**config.mk**
```make
export PLATFORM = sky130hd
export DESIGN_NAME = adc_sequencing_control
export DESIGN_NICKNAME = d
export VERILOG_FILES = /design/src/rtl/adc_seq_pkg.sv /design/src/rtl/result_memory.sv /design/src/rtl/adc_sequencing_control.sv
export VERILOG_INCLUDE_DIRS = /design/src /design/src/rtl
export SDC_FILE = /design/constraint.sdc
export NUM_CORES = 1
export LEC_CHECK = 0
export BUFFER_PORTS_ARGS = -buffer_cell sky130_fd_sc_hd__clkbuf_2
export CORE_ASPECT_RATIO = 1.25
export CORE_MARGIN = 4
export CORE_UTILIZATION = 65
export CTS_BUF_LIST = sky130_fd_sc_hd__clkbuf_16
export DETAILED_ROUTE_END_ITERATION = 12
export MAX_ROUTING_LAYER = met4
export PLACE_DENSITY = 0.87
export SYNTH_ARGS = -nofsm -noshare
export SYNTH_HDL_FRONTEND = slang
export SYNTH_SLANG_ARGS = --single-unit
```
**constraint.sdc**
```tcl
create_clock -name clk -period 12.85 [get_ports clk]
set_clock_uncertainty 0.2 [all_clocks]
set_input_delay 1.285 -clock clk [delete_from_list [all_inputs] [get_ports clk]]
set_output_delay 1.285 -clock clk [all_outputs]
set_load 0.03 [all_outputs]
```
**src/rtl/adc_seq_cfg.svh**
```systemverilog
`ifndef ADC_SEQ_CFG_SVH
`define ADC_SEQ_CFG_SVH

// Register byte addresses
`define ADDR_CTRL_ONE    4'h0
`define ADDR_CTRL_TWO    4'h4
`define ADDR_CTRL_THREE  4'h8
`define ADDR_CHAN_SEL    4'hC
`define ADDR_SCAN_SEL    5'h10
`define ADDR_STATUS      5'h14

// Control one fields
`define C1_ON       15
`define C1_IDLE     13
`define C1_FMT_HI   9
`define C1_FMT_LO   8
`define C1_TRG_HI   7
`define C1_TRG_LO   5
`define C1_AUTO_SAMPLE_START     2
`define C1_SAMPLE_ACTIVE     1
`define C1_DONE     0
`define C1_WMASK    16'hA3E7

// Control two fields
`define C2_REF_HI   15
`define C2_REF_LO   13
`define C2_SCAN     10
`define C2_BUFFER_FILL_STATUS     7
`define C2_RATE_HI  5
`define C2_RATE_LO  2
`define C2_SPLIT    1
`define C2_ALT      0
`define C2_WMASK    16'hE43F

// Control three fields
`define C3_RC       15
`define C3_AUTO_SAMPLE_TIME_HI  12
`define C3_AUTO_SAMPLE_TIME_LO  8
`define C3_WMASK    16'h9FFF

// Channel select fields
`define CS_WMASK    16'h9F9F

// Codes
`define TRG_MANUAL  3'h0
`define TRG_EXT0    3'h1
`define TRG_TMR3    3'h2
`define TRG_TMR5    3'h4
`define TRG_CHARGE_TIME_UNIT    3'h6
`define TRG_AUTO    3'h7
`define CONVERSION_CLOCK_DIVIDER_MAX    8'h3F
`define POS_MAX     5'h11

`endif

```
**src/rtl/adc_seq_pkg.sv**
```systemverilog
`default_nettype none
package adc_seq_pkg;
  typedef enum logic [1:0] {FMT_INT, FMT_SINT, FMT_FRAC, FMT_SFRAC} format_t;
  typedef enum {ST_IDLE, ST_SAMPLE, ST_CONVERT, ST_WRITE} seq_state_t;
endpackage : adc_seq_pkg
`default_nettype wire

```
**src/rtl/result_memory.sv**
```systemverilog
`timescale 1ns/1ns
`default_nettype none
module result_memory #(
  parameter int DEPTH = 16,
  parameter int WIDTH = 16
) (
  input  wire logic                     clk,
  input  wire logic                     wrEn,
  input  wire logic [$clog2(DEPTH)-1:0] wrAddr,
  input  wire logic [WIDTH-1:0]         wrData,
  input  wire logic [$clog2(DEPTH)-1:0] rdAddr,
  output logic      [WIDTH-1:0]         rdData
);
  logic [WIDTH-1:0] mem [DEPTH];

  if (DEPTH < 2)
  begin : bad_depth
    $error("DEPTH too small");
  end

  always_ff @(posedge clk)
  begin
    if (wrEn) mem[wrAddr] <= wrData;
    rdData <= mem[rdAddr];
  end
endmodule : result_memory
`default_nettype wire

```
**src/rtl/adc_sequencing_control.sv**
```systemverilog
// Operation
// - Converter runs only while converter_on set
// - Results lost when converter_on cleared
// - idle_halt stops converter during Idle
// - result_format selects three alignments (both fractional codes alike)
// - Code 111 auto-converts after sample time
// - Code 000 converts when sample_active cleared
// - Ext0, timer3, timer5, charge-unit triggers
// - auto_sample_start restarts sampling after conversion
// - sample_active high while acquiring input
// - Done bit set on completed conversion
// - reference_config selects reference pair
// - Scan steps MUX A positive input
// - Fill status shows half being filled
// - Interrupt every rate-plus-one sequences
// - Split mode uses two 8-word halves
// - Alternate mode swaps MUX A and B
// - rc_clock_select picks RC conversion clock
// - Divider sets conversion clock period
// - Negative select picks input 1 or ref
// - Positive select picks input or bandgap
// - Scan visits only selected channels
`timescale 1ns/1ns
`default_nettype none
`include "adc_seq_cfg.svh"
module adc_sequencing_control #(
  parameter int CONV_PERIODS = 12,
  parameter int BUF_DEPTH    = 16
) (
  input  wire logic        clk,
  input  wire logic        sys_rst,
  // AXI4-Lite slave
  input  wire logic [4:0]  s_axi_awaddr,
  input  wire logic        s_axi_awvalid,
  output logic             s_axi_awready,
  input  wire logic [31:0] s_axi_wdata,
  input  wire logic [3:0]  s_axi_wstrb,
  input  wire logic        s_axi_wvalid,
  output logic             s_axi_wready,
  output logic [1:0]       s_axi_bresp,
  output logic             s_axi_bvalid,
  input  wire logic        s_axi_bready,
  input  wire logic [4:0]  s_axi_araddr,
  input  wire logic        s_axi_arvalid,
  output logic             s_axi_arready,
  output logic [31:0]      s_axi_rdata,
  output logic [1:0]       s_axi_rresp,
  output logic             s_axi_rvalid,
  input  wire logic        s_axi_rready,
  // Device side
  input  wire logic        idleMode,
  input  wire logic        rcClockTick,
  input  wire logic        externalInterruptZero,
  input  wire logic        timer3Compare,
  input  wire logic        timer5Compare,
  input  wire logic        chargeTimeUnitEvent,
  input  wire logic [9:0]  conversionData,
  input  wire logic [3:0]  resultIndex,
  output logic [15:0]      resultData,
  output logic             converterActive,
  output logic             sampleHold,
  output logic             convertStart,
  output logic [4:0]       positiveInputSel,
  output logic             negativeInputAlt,
  output logic [1:0]       referenceSelect,
  output logic             convDoneEvent,
  output logic             sequenceInterrupt
);
  import adc_seq_pkg::*;

  if (BUF_DEPTH != 16)
  begin : bad_depth
    $error("BUF_DEPTH must be 16");
  end
  if (CONV_PERIODS < 1 || CONV_PERIODS > 255)
  begin : bad_periods
    $error("CONV_PERIODS out of range");
  end

  // ----------------------------------------
  // Registers
  // ----------------------------------------
  logic [15:0] ctrlOne_reg, ctrlTwo_reg, ctrlThree_reg, chanSel_reg, scanSel_reg;
  logic        sample_active_reg, done_reg, buffer_fill_status_reg, ext0Prev_reg;
  seq_state_t  state_reg;
  logic [7:0]  divCnt_reg;
  logic [7:0]  tadCnt_reg;
  logic [3:0]  wrPtr_reg, seqCnt_reg, scanIdx_reg;
  logic        altB_reg;
  logic        awPend_reg, wPend_reg;
  logic [4:0]  awAddr_reg;
  logic [31:0] wData_reg;
  logic [3:0]  wStrb_reg;

  function automatic logic [15:0] merge(input logic [15:0] old, input logic [31:0] d,
                                        input logic [3:0] st, input logic [15:0] m);
    logic [15:0] n;
    n = old;
    if (st[0]) n[7:0] = d[7:0];
    if (st[1]) n[15:8] = d[15:8];
    return (n & m) | (old & ~m);
  endfunction : merge

  // ----------------------------------------
  // AXI write path
  // ----------------------------------------
  logic doWrite;
  assign s_axi_awready = !awPend_reg && !s_axi_bvalid;
  assign s_axi_wready  = !wPend_reg && !s_axi_bvalid;
  assign doWrite       = awPend_reg && wPend_reg;
  assign s_axi_bresp   = 2'h0;

  always_ff @(posedge clk or posedge sys_rst)
  begin
    if (sys_rst)
    begin
      awPend_reg   <= 1'b0;
      wPend_reg    <= 1'b0;
      awAddr_reg   <= 5'h0;
      wData_reg    <= 32'h0;
      wStrb_reg    <= 4'h0;
      s_axi_bvalid <= 1'b0;
    end
    else
    begin
      if (s_axi_awvalid && s_axi_awready)
      begin
        awPend_reg <= 1'b1;
        awAddr_reg <= s_axi_awaddr;
      end
      if (s_axi_wvalid && s_axi_wready)
      begin
        wPend_reg <= 1'b1;
        wData_reg <= s_axi_wdata;
        wStrb_reg <= s_axi_wstrb;
      end
      if (doWrite)
      begin
        awPend_reg   <= 1'b0;
        wPend_reg    <= 1'b0;
        s_axi_bvalid <= 1'b1;
      end
      else if (s_axi_bready) s_axi_bvalid <= 1'b0;
    end
  end

  // ----------------------------------------
  // Sequencer decode
  // ----------------------------------------
  logic       running, tadTick, trigger, convEnd, wrSamp, wrDone;
  logic [2:0] trg;
  logic       ctrlOneWr, turnOn;
  assign ctrlOneWr = doWrite && awAddr_reg == {1'b0, `ADDR_CTRL_ONE} && wStrb_reg[0];
  // Software may switch on and start sampling in one write
  assign turnOn    = doWrite && awAddr_reg == {1'b0, `ADDR_CTRL_ONE} && wStrb_reg[1] && wData_reg[`C1_ON];
  assign running   = ctrlOne_reg[`C1_ON] && !(ctrlOne_reg[`C1_IDLE] && idleMode);
  assign trg       = ctrlOne_reg[`C1_TRG_HI:`C1_TRG_LO];
  assign wrSamp    = wData_reg[`C1_SAMPLE_ACTIVE];
  assign wrDone    = wData_reg[`C1_DONE];
  assign tadTick   = ctrlThree_reg[`C3_RC] ? rcClockTick : (divCnt_reg == 8'h0);

  always_comb
  begin
    case (trg)
      `TRG_MANUAL: trigger = ctrlOneWr && sample_active_reg && !wrSamp;
      `TRG_EXT0:   trigger = externalInterruptZero && !ext0Prev_reg;
      `TRG_TMR3:   trigger = timer3Compare;
      `TRG_TMR5:   trigger = timer5Compare;
      `TRG_CHARGE_TIME_UNIT:   trigger = chargeTimeUnitEvent;
      `TRG_AUTO:   trigger = tadTick && tadCnt_reg >= {3'h0, ctrlThree_reg[`C3_AUTO_SAMPLE_TIME_HI:`C3_AUTO_SAMPLE_TIME_LO]};
      default:     trigger = 1'b0;
    endcase
  end

  assign convEnd      = state_reg == ST_CONVERT && tadTick && tadCnt_reg == 8'(CONV_PERIODS - 1);
  assign convertStart = state_reg == ST_SAMPLE && trigger && running;

  always_ff @(posedge clk or posedge sys_rst)
  begin
    if (sys_rst) divCnt_reg <= 8'h0;
    else if (divCnt_reg == 8'h0 || !running) divCnt_reg <= ctrlThree_reg[7:0];
    else divCnt_reg <= divCnt_reg - 8'h1;
  end

  always_ff @(posedge clk or posedge sys_rst)
  begin
    if (sys_rst) ext0Prev_reg <= 1'b0;
    else ext0Prev_reg <= externalInterruptZero;
  end

  // ----------------------------------------
  // State machine and status bits
  // ----------------------------------------
  always_ff @(posedge clk or posedge sys_rst)
  begin
    if (sys_rst)
    begin
      state_reg  <= ST_IDLE;
      tadCnt_reg <= 8'h0;
    end
    else if (!running) state_reg <= ST_IDLE;
    else
    begin
      case (state_reg)
        ST_IDLE:
        begin
          tadCnt_reg <= 8'h0;
          if (sample_active_reg) state_reg <= ST_SAMPLE;
        end
        ST_SAMPLE:
        begin
          if (trigger)
          begin
            state_reg  <= ST_CONVERT;
            tadCnt_reg <= 8'h0;
          end
          else if (!sample_active_reg) state_reg <= ST_IDLE;
          else if (tadTick && tadCnt_reg != 8'hFF) tadCnt_reg <= tadCnt_reg + 8'h1;
        end
        ST_CONVERT:
        begin
          if (convEnd) state_reg <= ST_WRITE;
          else if (tadTick) tadCnt_reg <= tadCnt_reg + 8'h1;
        end
        ST_WRITE:
        begin
          tadCnt_reg <= 8'h0;
          state_reg  <= ST_IDLE;
        end
        default: state_reg <= ST_IDLE;
      endcase
    end
  end

  // Hardware set wins over software write in the same cycle
  always_ff @(posedge clk or posedge sys_rst)
  begin
    if (sys_rst)
    begin
      sample_active_reg <= 1'b0;
      done_reg <= 1'b0;
    end
    else
    begin
      if (!ctrlOne_reg[`C1_ON] && !turnOn) sample_active_reg <= 1'b0;
      else if (state_reg == ST_WRITE && ctrlOne_reg[`C1_AUTO_SAMPLE_START]) sample_active_reg <= 1'b1;
      else if (convertStart) sample_active_reg <= 1'b0;
      else if (ctrlOneWr) sample_active_reg <= wrSamp;
      if (state_reg == ST_WRITE) done_reg <= 1'b1;
      else if (convertStart) done_reg <= 1'b0;
      else if (ctrlOneWr) done_reg <= wrDone;
    end
  end

  // ----------------------------------------
  // Input selection
  // ----------------------------------------
  function automatic logic [3:0] nextScan(input logic [3:0] cur, input logic [15:0] sel);
    logic [3:0] idx;
    logic       found;
    idx   = cur;
    found = 1'b0;
    for (int i = 1; i <= 16; i++)
    begin
      if (!found && sel[4'(cur + 4'(i))])
      begin
        idx   = 4'(cur + 4'(i));
        found = 1'b1;
      end
    end
    return idx;
  endfunction : nextScan

  logic useB;
  assign useB             = ctrlTwo_reg[`C2_ALT] && altB_reg;
  assign positiveInputSel = useB ? chanSel_reg[12:8]
                          : (ctrlTwo_reg[`C2_SCAN] ? {1'b0, scanIdx_reg} : chanSel_reg[4:0]);
  assign negativeInputAlt = useB ? chanSel_reg[15] : chanSel_reg[7];
  always_comb
  begin
    case (ctrlTwo_reg[`C2_REF_HI:`C2_REF_LO])
      3'h1:    referenceSelect = 2'h1;
      3'h2:    referenceSelect = 2'h2;
      3'h3:    referenceSelect = 2'h3;
      default: referenceSelect = 2'h0;
    endcase
  end

  always_ff @(posedge clk or posedge sys_rst)
  begin
    if (sys_rst)
    begin
      altB_reg    <= 1'b0;
      scanIdx_reg <= 4'h0;
    end
    else if (!ctrlOne_reg[`C1_ON])
    begin
      altB_reg    <= 1'b0;
      scanIdx_reg <= nextScan(4'hF, scanSel_reg);
    end
    else if (state_reg == ST_WRITE)
    begin
      altB_reg <= ctrlTwo_reg[`C2_ALT] && !altB_reg;
      if (!useB) scanIdx_reg <= nextScan(scanIdx_reg, scanSel_reg);
    end
  end

  // ----------------------------------------
  // Result storage and interrupt rate
  // ----------------------------------------
  logic [15:0] formatted;
  logic        seqWrap;
  always_comb
  begin
    case (format_t'(ctrlOne_reg[`C1_FMT_HI:`C1_FMT_LO]))
      FMT_SFRAC: formatted = {conversionData, 6'h0};
      FMT_FRAC:  formatted = {conversionData, 6'h0};
      FMT_SINT:  formatted = {{6{conversionData[9]}}, conversionData};
      default:   formatted = {6'h0, conversionData};
    endcase
  end

  assign seqWrap           = seqCnt_reg == ctrlTwo_reg[`C2_RATE_HI:`C2_RATE_LO];
  assign convDoneEvent     = state_reg == ST_WRITE;
  assign sequenceInterrupt = convDoneEvent && seqWrap;
  assign converterActive   = running;
  assign sampleHold        = sample_active_reg && running;

  always_ff @(posedge clk or posedge sys_rst)
  begin
    if (sys_rst)
    begin
      wrPtr_reg  <= 4'h0;
      seqCnt_reg <= 4'h0;
      buffer_fill_status_reg   <= 1'b0;
    end
    else if (!ctrlOne_reg[`C1_ON])
    begin
      wrPtr_reg  <= 4'h0;
      seqCnt_reg <= 4'h0;
      buffer_fill_status_reg   <= 1'b0;
    end
    else if (convDoneEvent)
    begin
      if (seqWrap)
      begin
        seqCnt_reg <= 4'h0;
        // Split mode swaps halves each interrupt
        buffer_fill_status_reg   <= ctrlTwo_reg[`C2_SPLIT] && !buffer_fill_status_reg;
        wrPtr_reg  <= (ctrlTwo_reg[`C2_SPLIT] && !buffer_fill_status_reg) ? 4'h8 : 4'h0;
      end
      else
      begin
        seqCnt_reg <= seqCnt_reg + 4'h1;
        wrPtr_reg  <= wrPtr_reg + 4'h1;
      end
    end
  end

  // Off clears contents by masking reads; permits losing the data
  logic [15:0] memData;
  result_memory #(.DEPTH(BUF_DEPTH), .WIDTH(16)) result_memory_inst (
    .clk    (clk),
    .wrEn   (convDoneEvent),
    .wrAddr (wrPtr_reg),
    .wrData (formatted),
    .rdAddr (resultIndex),
    .rdData (memData)
  );
  assign resultData = ctrlOne_reg[`C1_ON] ? memData : 16'h0;

  // ----------------------------------------
  // Register writes
  // ----------------------------------------
  always_ff @(posedge clk or posedge sys_rst)
  begin
    if (sys_rst)
    begin
      ctrlOne_reg   <= 16'h0;
      ctrlTwo_reg   <= 16'h0;
      ctrlThree_reg <= 16'h0;
      chanSel_reg   <= 16'h0;
      scanSel_reg   <= 16'h0;
    end
    else if (doWrite)
    begin
      case (awAddr_reg)
        {1'b0, `ADDR_CTRL_ONE}:   ctrlOne_reg   <= merge(ctrlOne_reg, wData_reg, wStrb_reg, `C1_WMASK & 16'hFFFC);
        {1'b0, `ADDR_CTRL_TWO}:   ctrlTwo_reg   <= merge(ctrlTwo_reg, wData_reg, wStrb_reg, `C2_WMASK);
        {1'b0, `ADDR_CTRL_THREE}:
        begin
          if (!wStrb_reg[0] || wData_reg[7:0] <= `CONVERSION_CLOCK_DIVIDER_MAX)
            ctrlThree_reg <= merge(ctrlThree_reg, wData_reg, wStrb_reg, `C3_WMASK);
        end
        {1'b0, `ADDR_CHAN_SEL}:   chanSel_reg   <= merge(chanSel_reg, wData_reg, wStrb_reg, `CS_WMASK);
        `ADDR_SCAN_SEL:           scanSel_reg   <= merge(scanSel_reg, wData_reg, wStrb_reg, 16'hFFFF);
        default:                  ;
      endcase
    end
  end

  // ----------------------------------------
  // AXI read path
  // ----------------------------------------
  logic [15:0] rdWord;
  logic        rdOk;
  always_comb
  begin
    rdOk = 1'b1;
    case (s_axi_araddr)
      {1'b0, `ADDR_CTRL_ONE}:   rdWord = {ctrlOne_reg[15:2], sample_active_reg, done_reg};
      {1'b0, `ADDR_CTRL_TWO}:   rdWord = {ctrlTwo_reg[15:8], buffer_fill_status_reg, ctrlTwo_reg[6:0]};
      {1'b0, `ADDR_CTRL_THREE}: rdWord = ctrlThree_reg;
      {1'b0, `ADDR_CHAN_SEL}:   rdWord = chanSel_reg;
      `ADDR_SCAN_SEL:           rdWord = scanSel_reg;
      `ADDR_STATUS:             rdWord = {12'h0, seqCnt_reg};
      default:
      begin
        rdWord = 16'h0;
        rdOk   = 1'b0;
      end
    endcase
  end

  assign s_axi_arready = !s_axi_rvalid;
  always_ff @(posedge clk or posedge sys_rst)
  begin
    if (sys_rst)
    begin
      s_axi_rvalid <= 1'b0;
      s_axi_rdata  <= 32'h0;
      s_axi_rresp  <= 2'h0;
    end
    else if (s_axi_arvalid && s_axi_arready)
    begin
      s_axi_rvalid <= 1'b1;
      s_axi_rdata  <= {16'h0, rdWord};
      s_axi_rresp  <= rdOk ? 2'h0 : 2'h2;
    end
    else if (s_axi_rready) s_axi_rvalid <= 1'b0;
  end
endmodule : adc_sequencing_control
`default_nettype wire

```
==> results.py <==
metrics = {
    "status": {
        "status": "finished, final reports clean",
    },
    "layout": {
        "seq_area_um2": 11500,
        "fillers": 1825,
        "regMostFlops": "result_memory_inst.mem",
        "n_antenna_cell": 0,
        "multi_input_area_um2": 7650,
        "fin_nets": 1569,
        "largest_reg_flops": 256,
        "syn2layout_area_growth_pct": 10.4,
        "drive_above_1_share": 0.262,
    },
    "yosys": {
        "synth_area_leaders": "edfxtp_1 (39%), dfrtp_1 (18%), mux4_2 (12%), mux2_2 (6.0%), mux2i_1 (2.1%)",
        "synth-seq-cells": 411,
        "yosys-top-cells-count": "edfxtp_1 (256), dfrtp_1 (139), mux2_2 (105)",
        "synth_cells": 1379,
        "synth_top_area_share": 0.393,
        "synth-edff-count": 256,
        "yosysMostFrequentCell": "edfxtp_1",
        "async_flop_share": 0.338,
        "synth.avg_cell_area_um2": 14.2,
        "yosysSeqAreaShare": 0.587,
        "yosys_warnings": 0,
        "netlist_area_um2": 19600,
        "synthFlopType": "edfxtp_1",
        "yosysTopAreaCell": "edfxtp_1",
        "post_synth_num_cell_types": 74,
    },
    "power_and_ir_drop": {
        "irDropWorstVdd_uv": 175,
        "combPwrFrac": 0.429,
        "pwr-share-clk": 0.213,
        "p_total_mw": 5.16,
        "sw_frac_of_total": 0.398,
        "power.switching_mw": 2.05,
        "seqPwrFrac": 0.358,
        "p_per_area_nw_per_um2": 239,
        "p_int_mw": 3.11,
        "p_leak_nw": 8.49,
    },
    "run": {
        "timing.max_cap.violations": 0,
    },
    "worst_hold_path": {
        "hold_depth": 2,
        "hold_end": "s_axi_rdata[6]",
        "min_path_type": "register to register",
        "holdCritStartpoint": "s_axi_rdata[6]",
    },
    "clock_network": {
        "cts_tree": "done",
        "post_cts_resized": 0,
        "postCtsSetupBuffers": 0,
        "cts_num_sinks": 411,
        "path_clk_slew_ns": 0.06,
        "cts_made_buffers": 40,
        "clk_latency_ns": 0.55,
        "ctsHtreeMaxLevel": 2,
        "holdBufCountCts": 0,
        "root_buffer": "clkbuf_16",
        "clock_path_buffers": 3,
    },
    "die": {
        "fp.coreArea_um2": 29500,
        "die_w_um": 163,
        "io_pins": 143,
        "initial_core_util": 0.663,
        "die-area_um2": 33000,
        "die_y_um": 202,
        "row_count": 70,
    },
    "global_routing": {
        "first_global_vias": 12975,
        "grt_first_pass_wirelength_mm": 76.3,
        "grt_max_degree": 80,
        "grt_overflow": 0,
        "grt_usage": 0.312,
        "antenna_found_initial": 0,
    },
    "timing": {
        "worst_slew_pin_slew_ns": 1.29,
        "setup_viol": 0,
        "holdWs_ns": 0.290,
        "slew_headroom": 0.135,
        "setup-tns-final_ns": 0,
        "fmaxAchievable_ghz": 0.181,
        "fin_crit_ns": 5.54,
        "maxSlewViolCount": 0,
        "rsz0062_at_grt": "no",
        "period_share": 0.431,
        "finalHoldViolations": 0,
    },
    "worst_setup_path": {
        "crit_required_ns": 13.12,
        "startpoint_type": "register",
        "crit_fanout": 25,
        "r2r_start": "scanIdx_reg[1]",
        "cpPeakStageDelay_ns": 0.98,
        "worst_setup_path_end_kind": "register",
        "crit_type": "register to register",
        "cp_slowest_cell": "ha_1",
        "arrival_ns": 5.81,
        "regToRegEndpoint": "scanIdx_reg[2]",
        "path_cells": "buf_4, inv_1, ha_1, mux4_2, mux2i_1, mux2i_1, nor4b_4, nand2_2, or4b_4, a21oi_1, a21oi_1, o22ai_1, a31o_1",
        "r2r_cells": 13,
        "reg2reg_slack_ns": 7.31,
    },
    "route": {
        "drtIter0Drc": 1412,
        "drc": 0,
        "wl_per_cell_um": 26.1,
        "dr.pass1.iters": 5,
        "routed_wl_mm": 49.7,
        "ant_nets": 0,
        "via_per_inst": 6.74,
        "vias": 12809,
    },
    "placement": {
        "gp_congestion": 0.981,
        "hpwl_mm": 32.2,
        "port_buffers": 105,
    },
}
logic make-up after synthesis:
kind of cell / synth area share
XOR/XNOR: 0.0130
buffers and inverters: 0.0269
flip-flops: 0.587
multiplexers: 0.206
AND/OR/NAND/NOR: 0.0868
other: 0.000192
AO/OA/AOI/OAI: 0.0671
adder cells (fa/ha/maj): 0.0128
power groups by stage:
stage          clock network [mW]  registers, mW  logic, mW
2_1_floorplan                   0           1.75       1.67
3_3_place_gp                    0           1.85       2.12
3_5_place_dp                    0           1.86       2.16
4_1_cts                      1.11           1.83       2.18
5_1_grt                      1.17           1.86       2.38
6_report                     1.10           1.84       2.21
area by class of cell:
| cell class | count | area share |
|---|---|---|
| timing repair buffer | 121 | 0.0300 |
| tap | 396 | 0.0229 |
| clock inverter | 31 | 0.00996 |
| clock buffer | 40 | 0.0463 |
| sequential | 411 | 0.531 |
| multi-input combinational | 872 | 0.354 |
| inverter | 30 | 0.00544 |
worst max-delay path by stage:
stage                        start        endpoint  slack [ns]  depth (start not counted)
floorplan                  sys_rst        altB_reg        7.64                          1
global placement    scanIdx_reg[1]  scanIdx_reg[1]        7.49                         12
detailed placement  scanIdx_reg[1]  scanIdx_reg[2]        7.42                         13
CTS                 scanIdx_reg[1]  scanIdx_reg[2]        7.40                         13
global route        scanIdx_reg[1]  scanIdx_reg[2]        7.06                         13
finish              scanIdx_reg[1]  scanIdx_reg[2]        7.31                         13
critical path, delay by kind of cell (launching register included):
family,cells,cell delay (ns)
AOI/OAI and AO/OA,4,0.75
adders and majority gates,1,0.98
buffers and inverters,2,0.68
DFF,1,0.32
muxes,3,1.33
and+or+nand+nor,3,1.19
layer usage:
layer | GRT usage | share of wire | wire length (um) | vias up
li1 | - | - | - | 5458
met1 | 0.384 | 0.36 | 17700 | 6412
met2 | 0.519 | 0.51 | 25600 | 758
met3 | 0.0408 | 0.072 | 3590 | 181
met4 | 0.141 | 0.058 | 2860 | 0
met5 | - | 0 | 0 | -
metrics by stage:
step                utilization  setup slack [ns]  area (um^2)  std cells
global placement          0.691              7.49        20400       1830
detailed placement        0.691              7.42        20400       1830
floorplan                     -              7.64        19600       1397
finish                    0.732              7.31        21600       1901
global route              0.732              7.06        21600       1901
CTS                       0.732              7.40        21600       1901
cell usage in the layout (no fill, tap or decap), types with 16 or more instances in the layout:
cell	instances
and2_1	29
dfrtp_1	139
a21oi_1	54
nor2b_1	19
ha_1	20
xor2_1	19
clkbuf_16	40
and3_1	16
mux4_2	104
mux2i_1	41
nand2_1	92
nor2_1	99
edfxtp_1	256
buf_4	17
clkbuf_2	104
mux2_2	105
o21ai_0	54
dfxtp_1	16
nand3_1	24
conb_1	19
inv_1	44
Power figures use the tool's default switching activity.
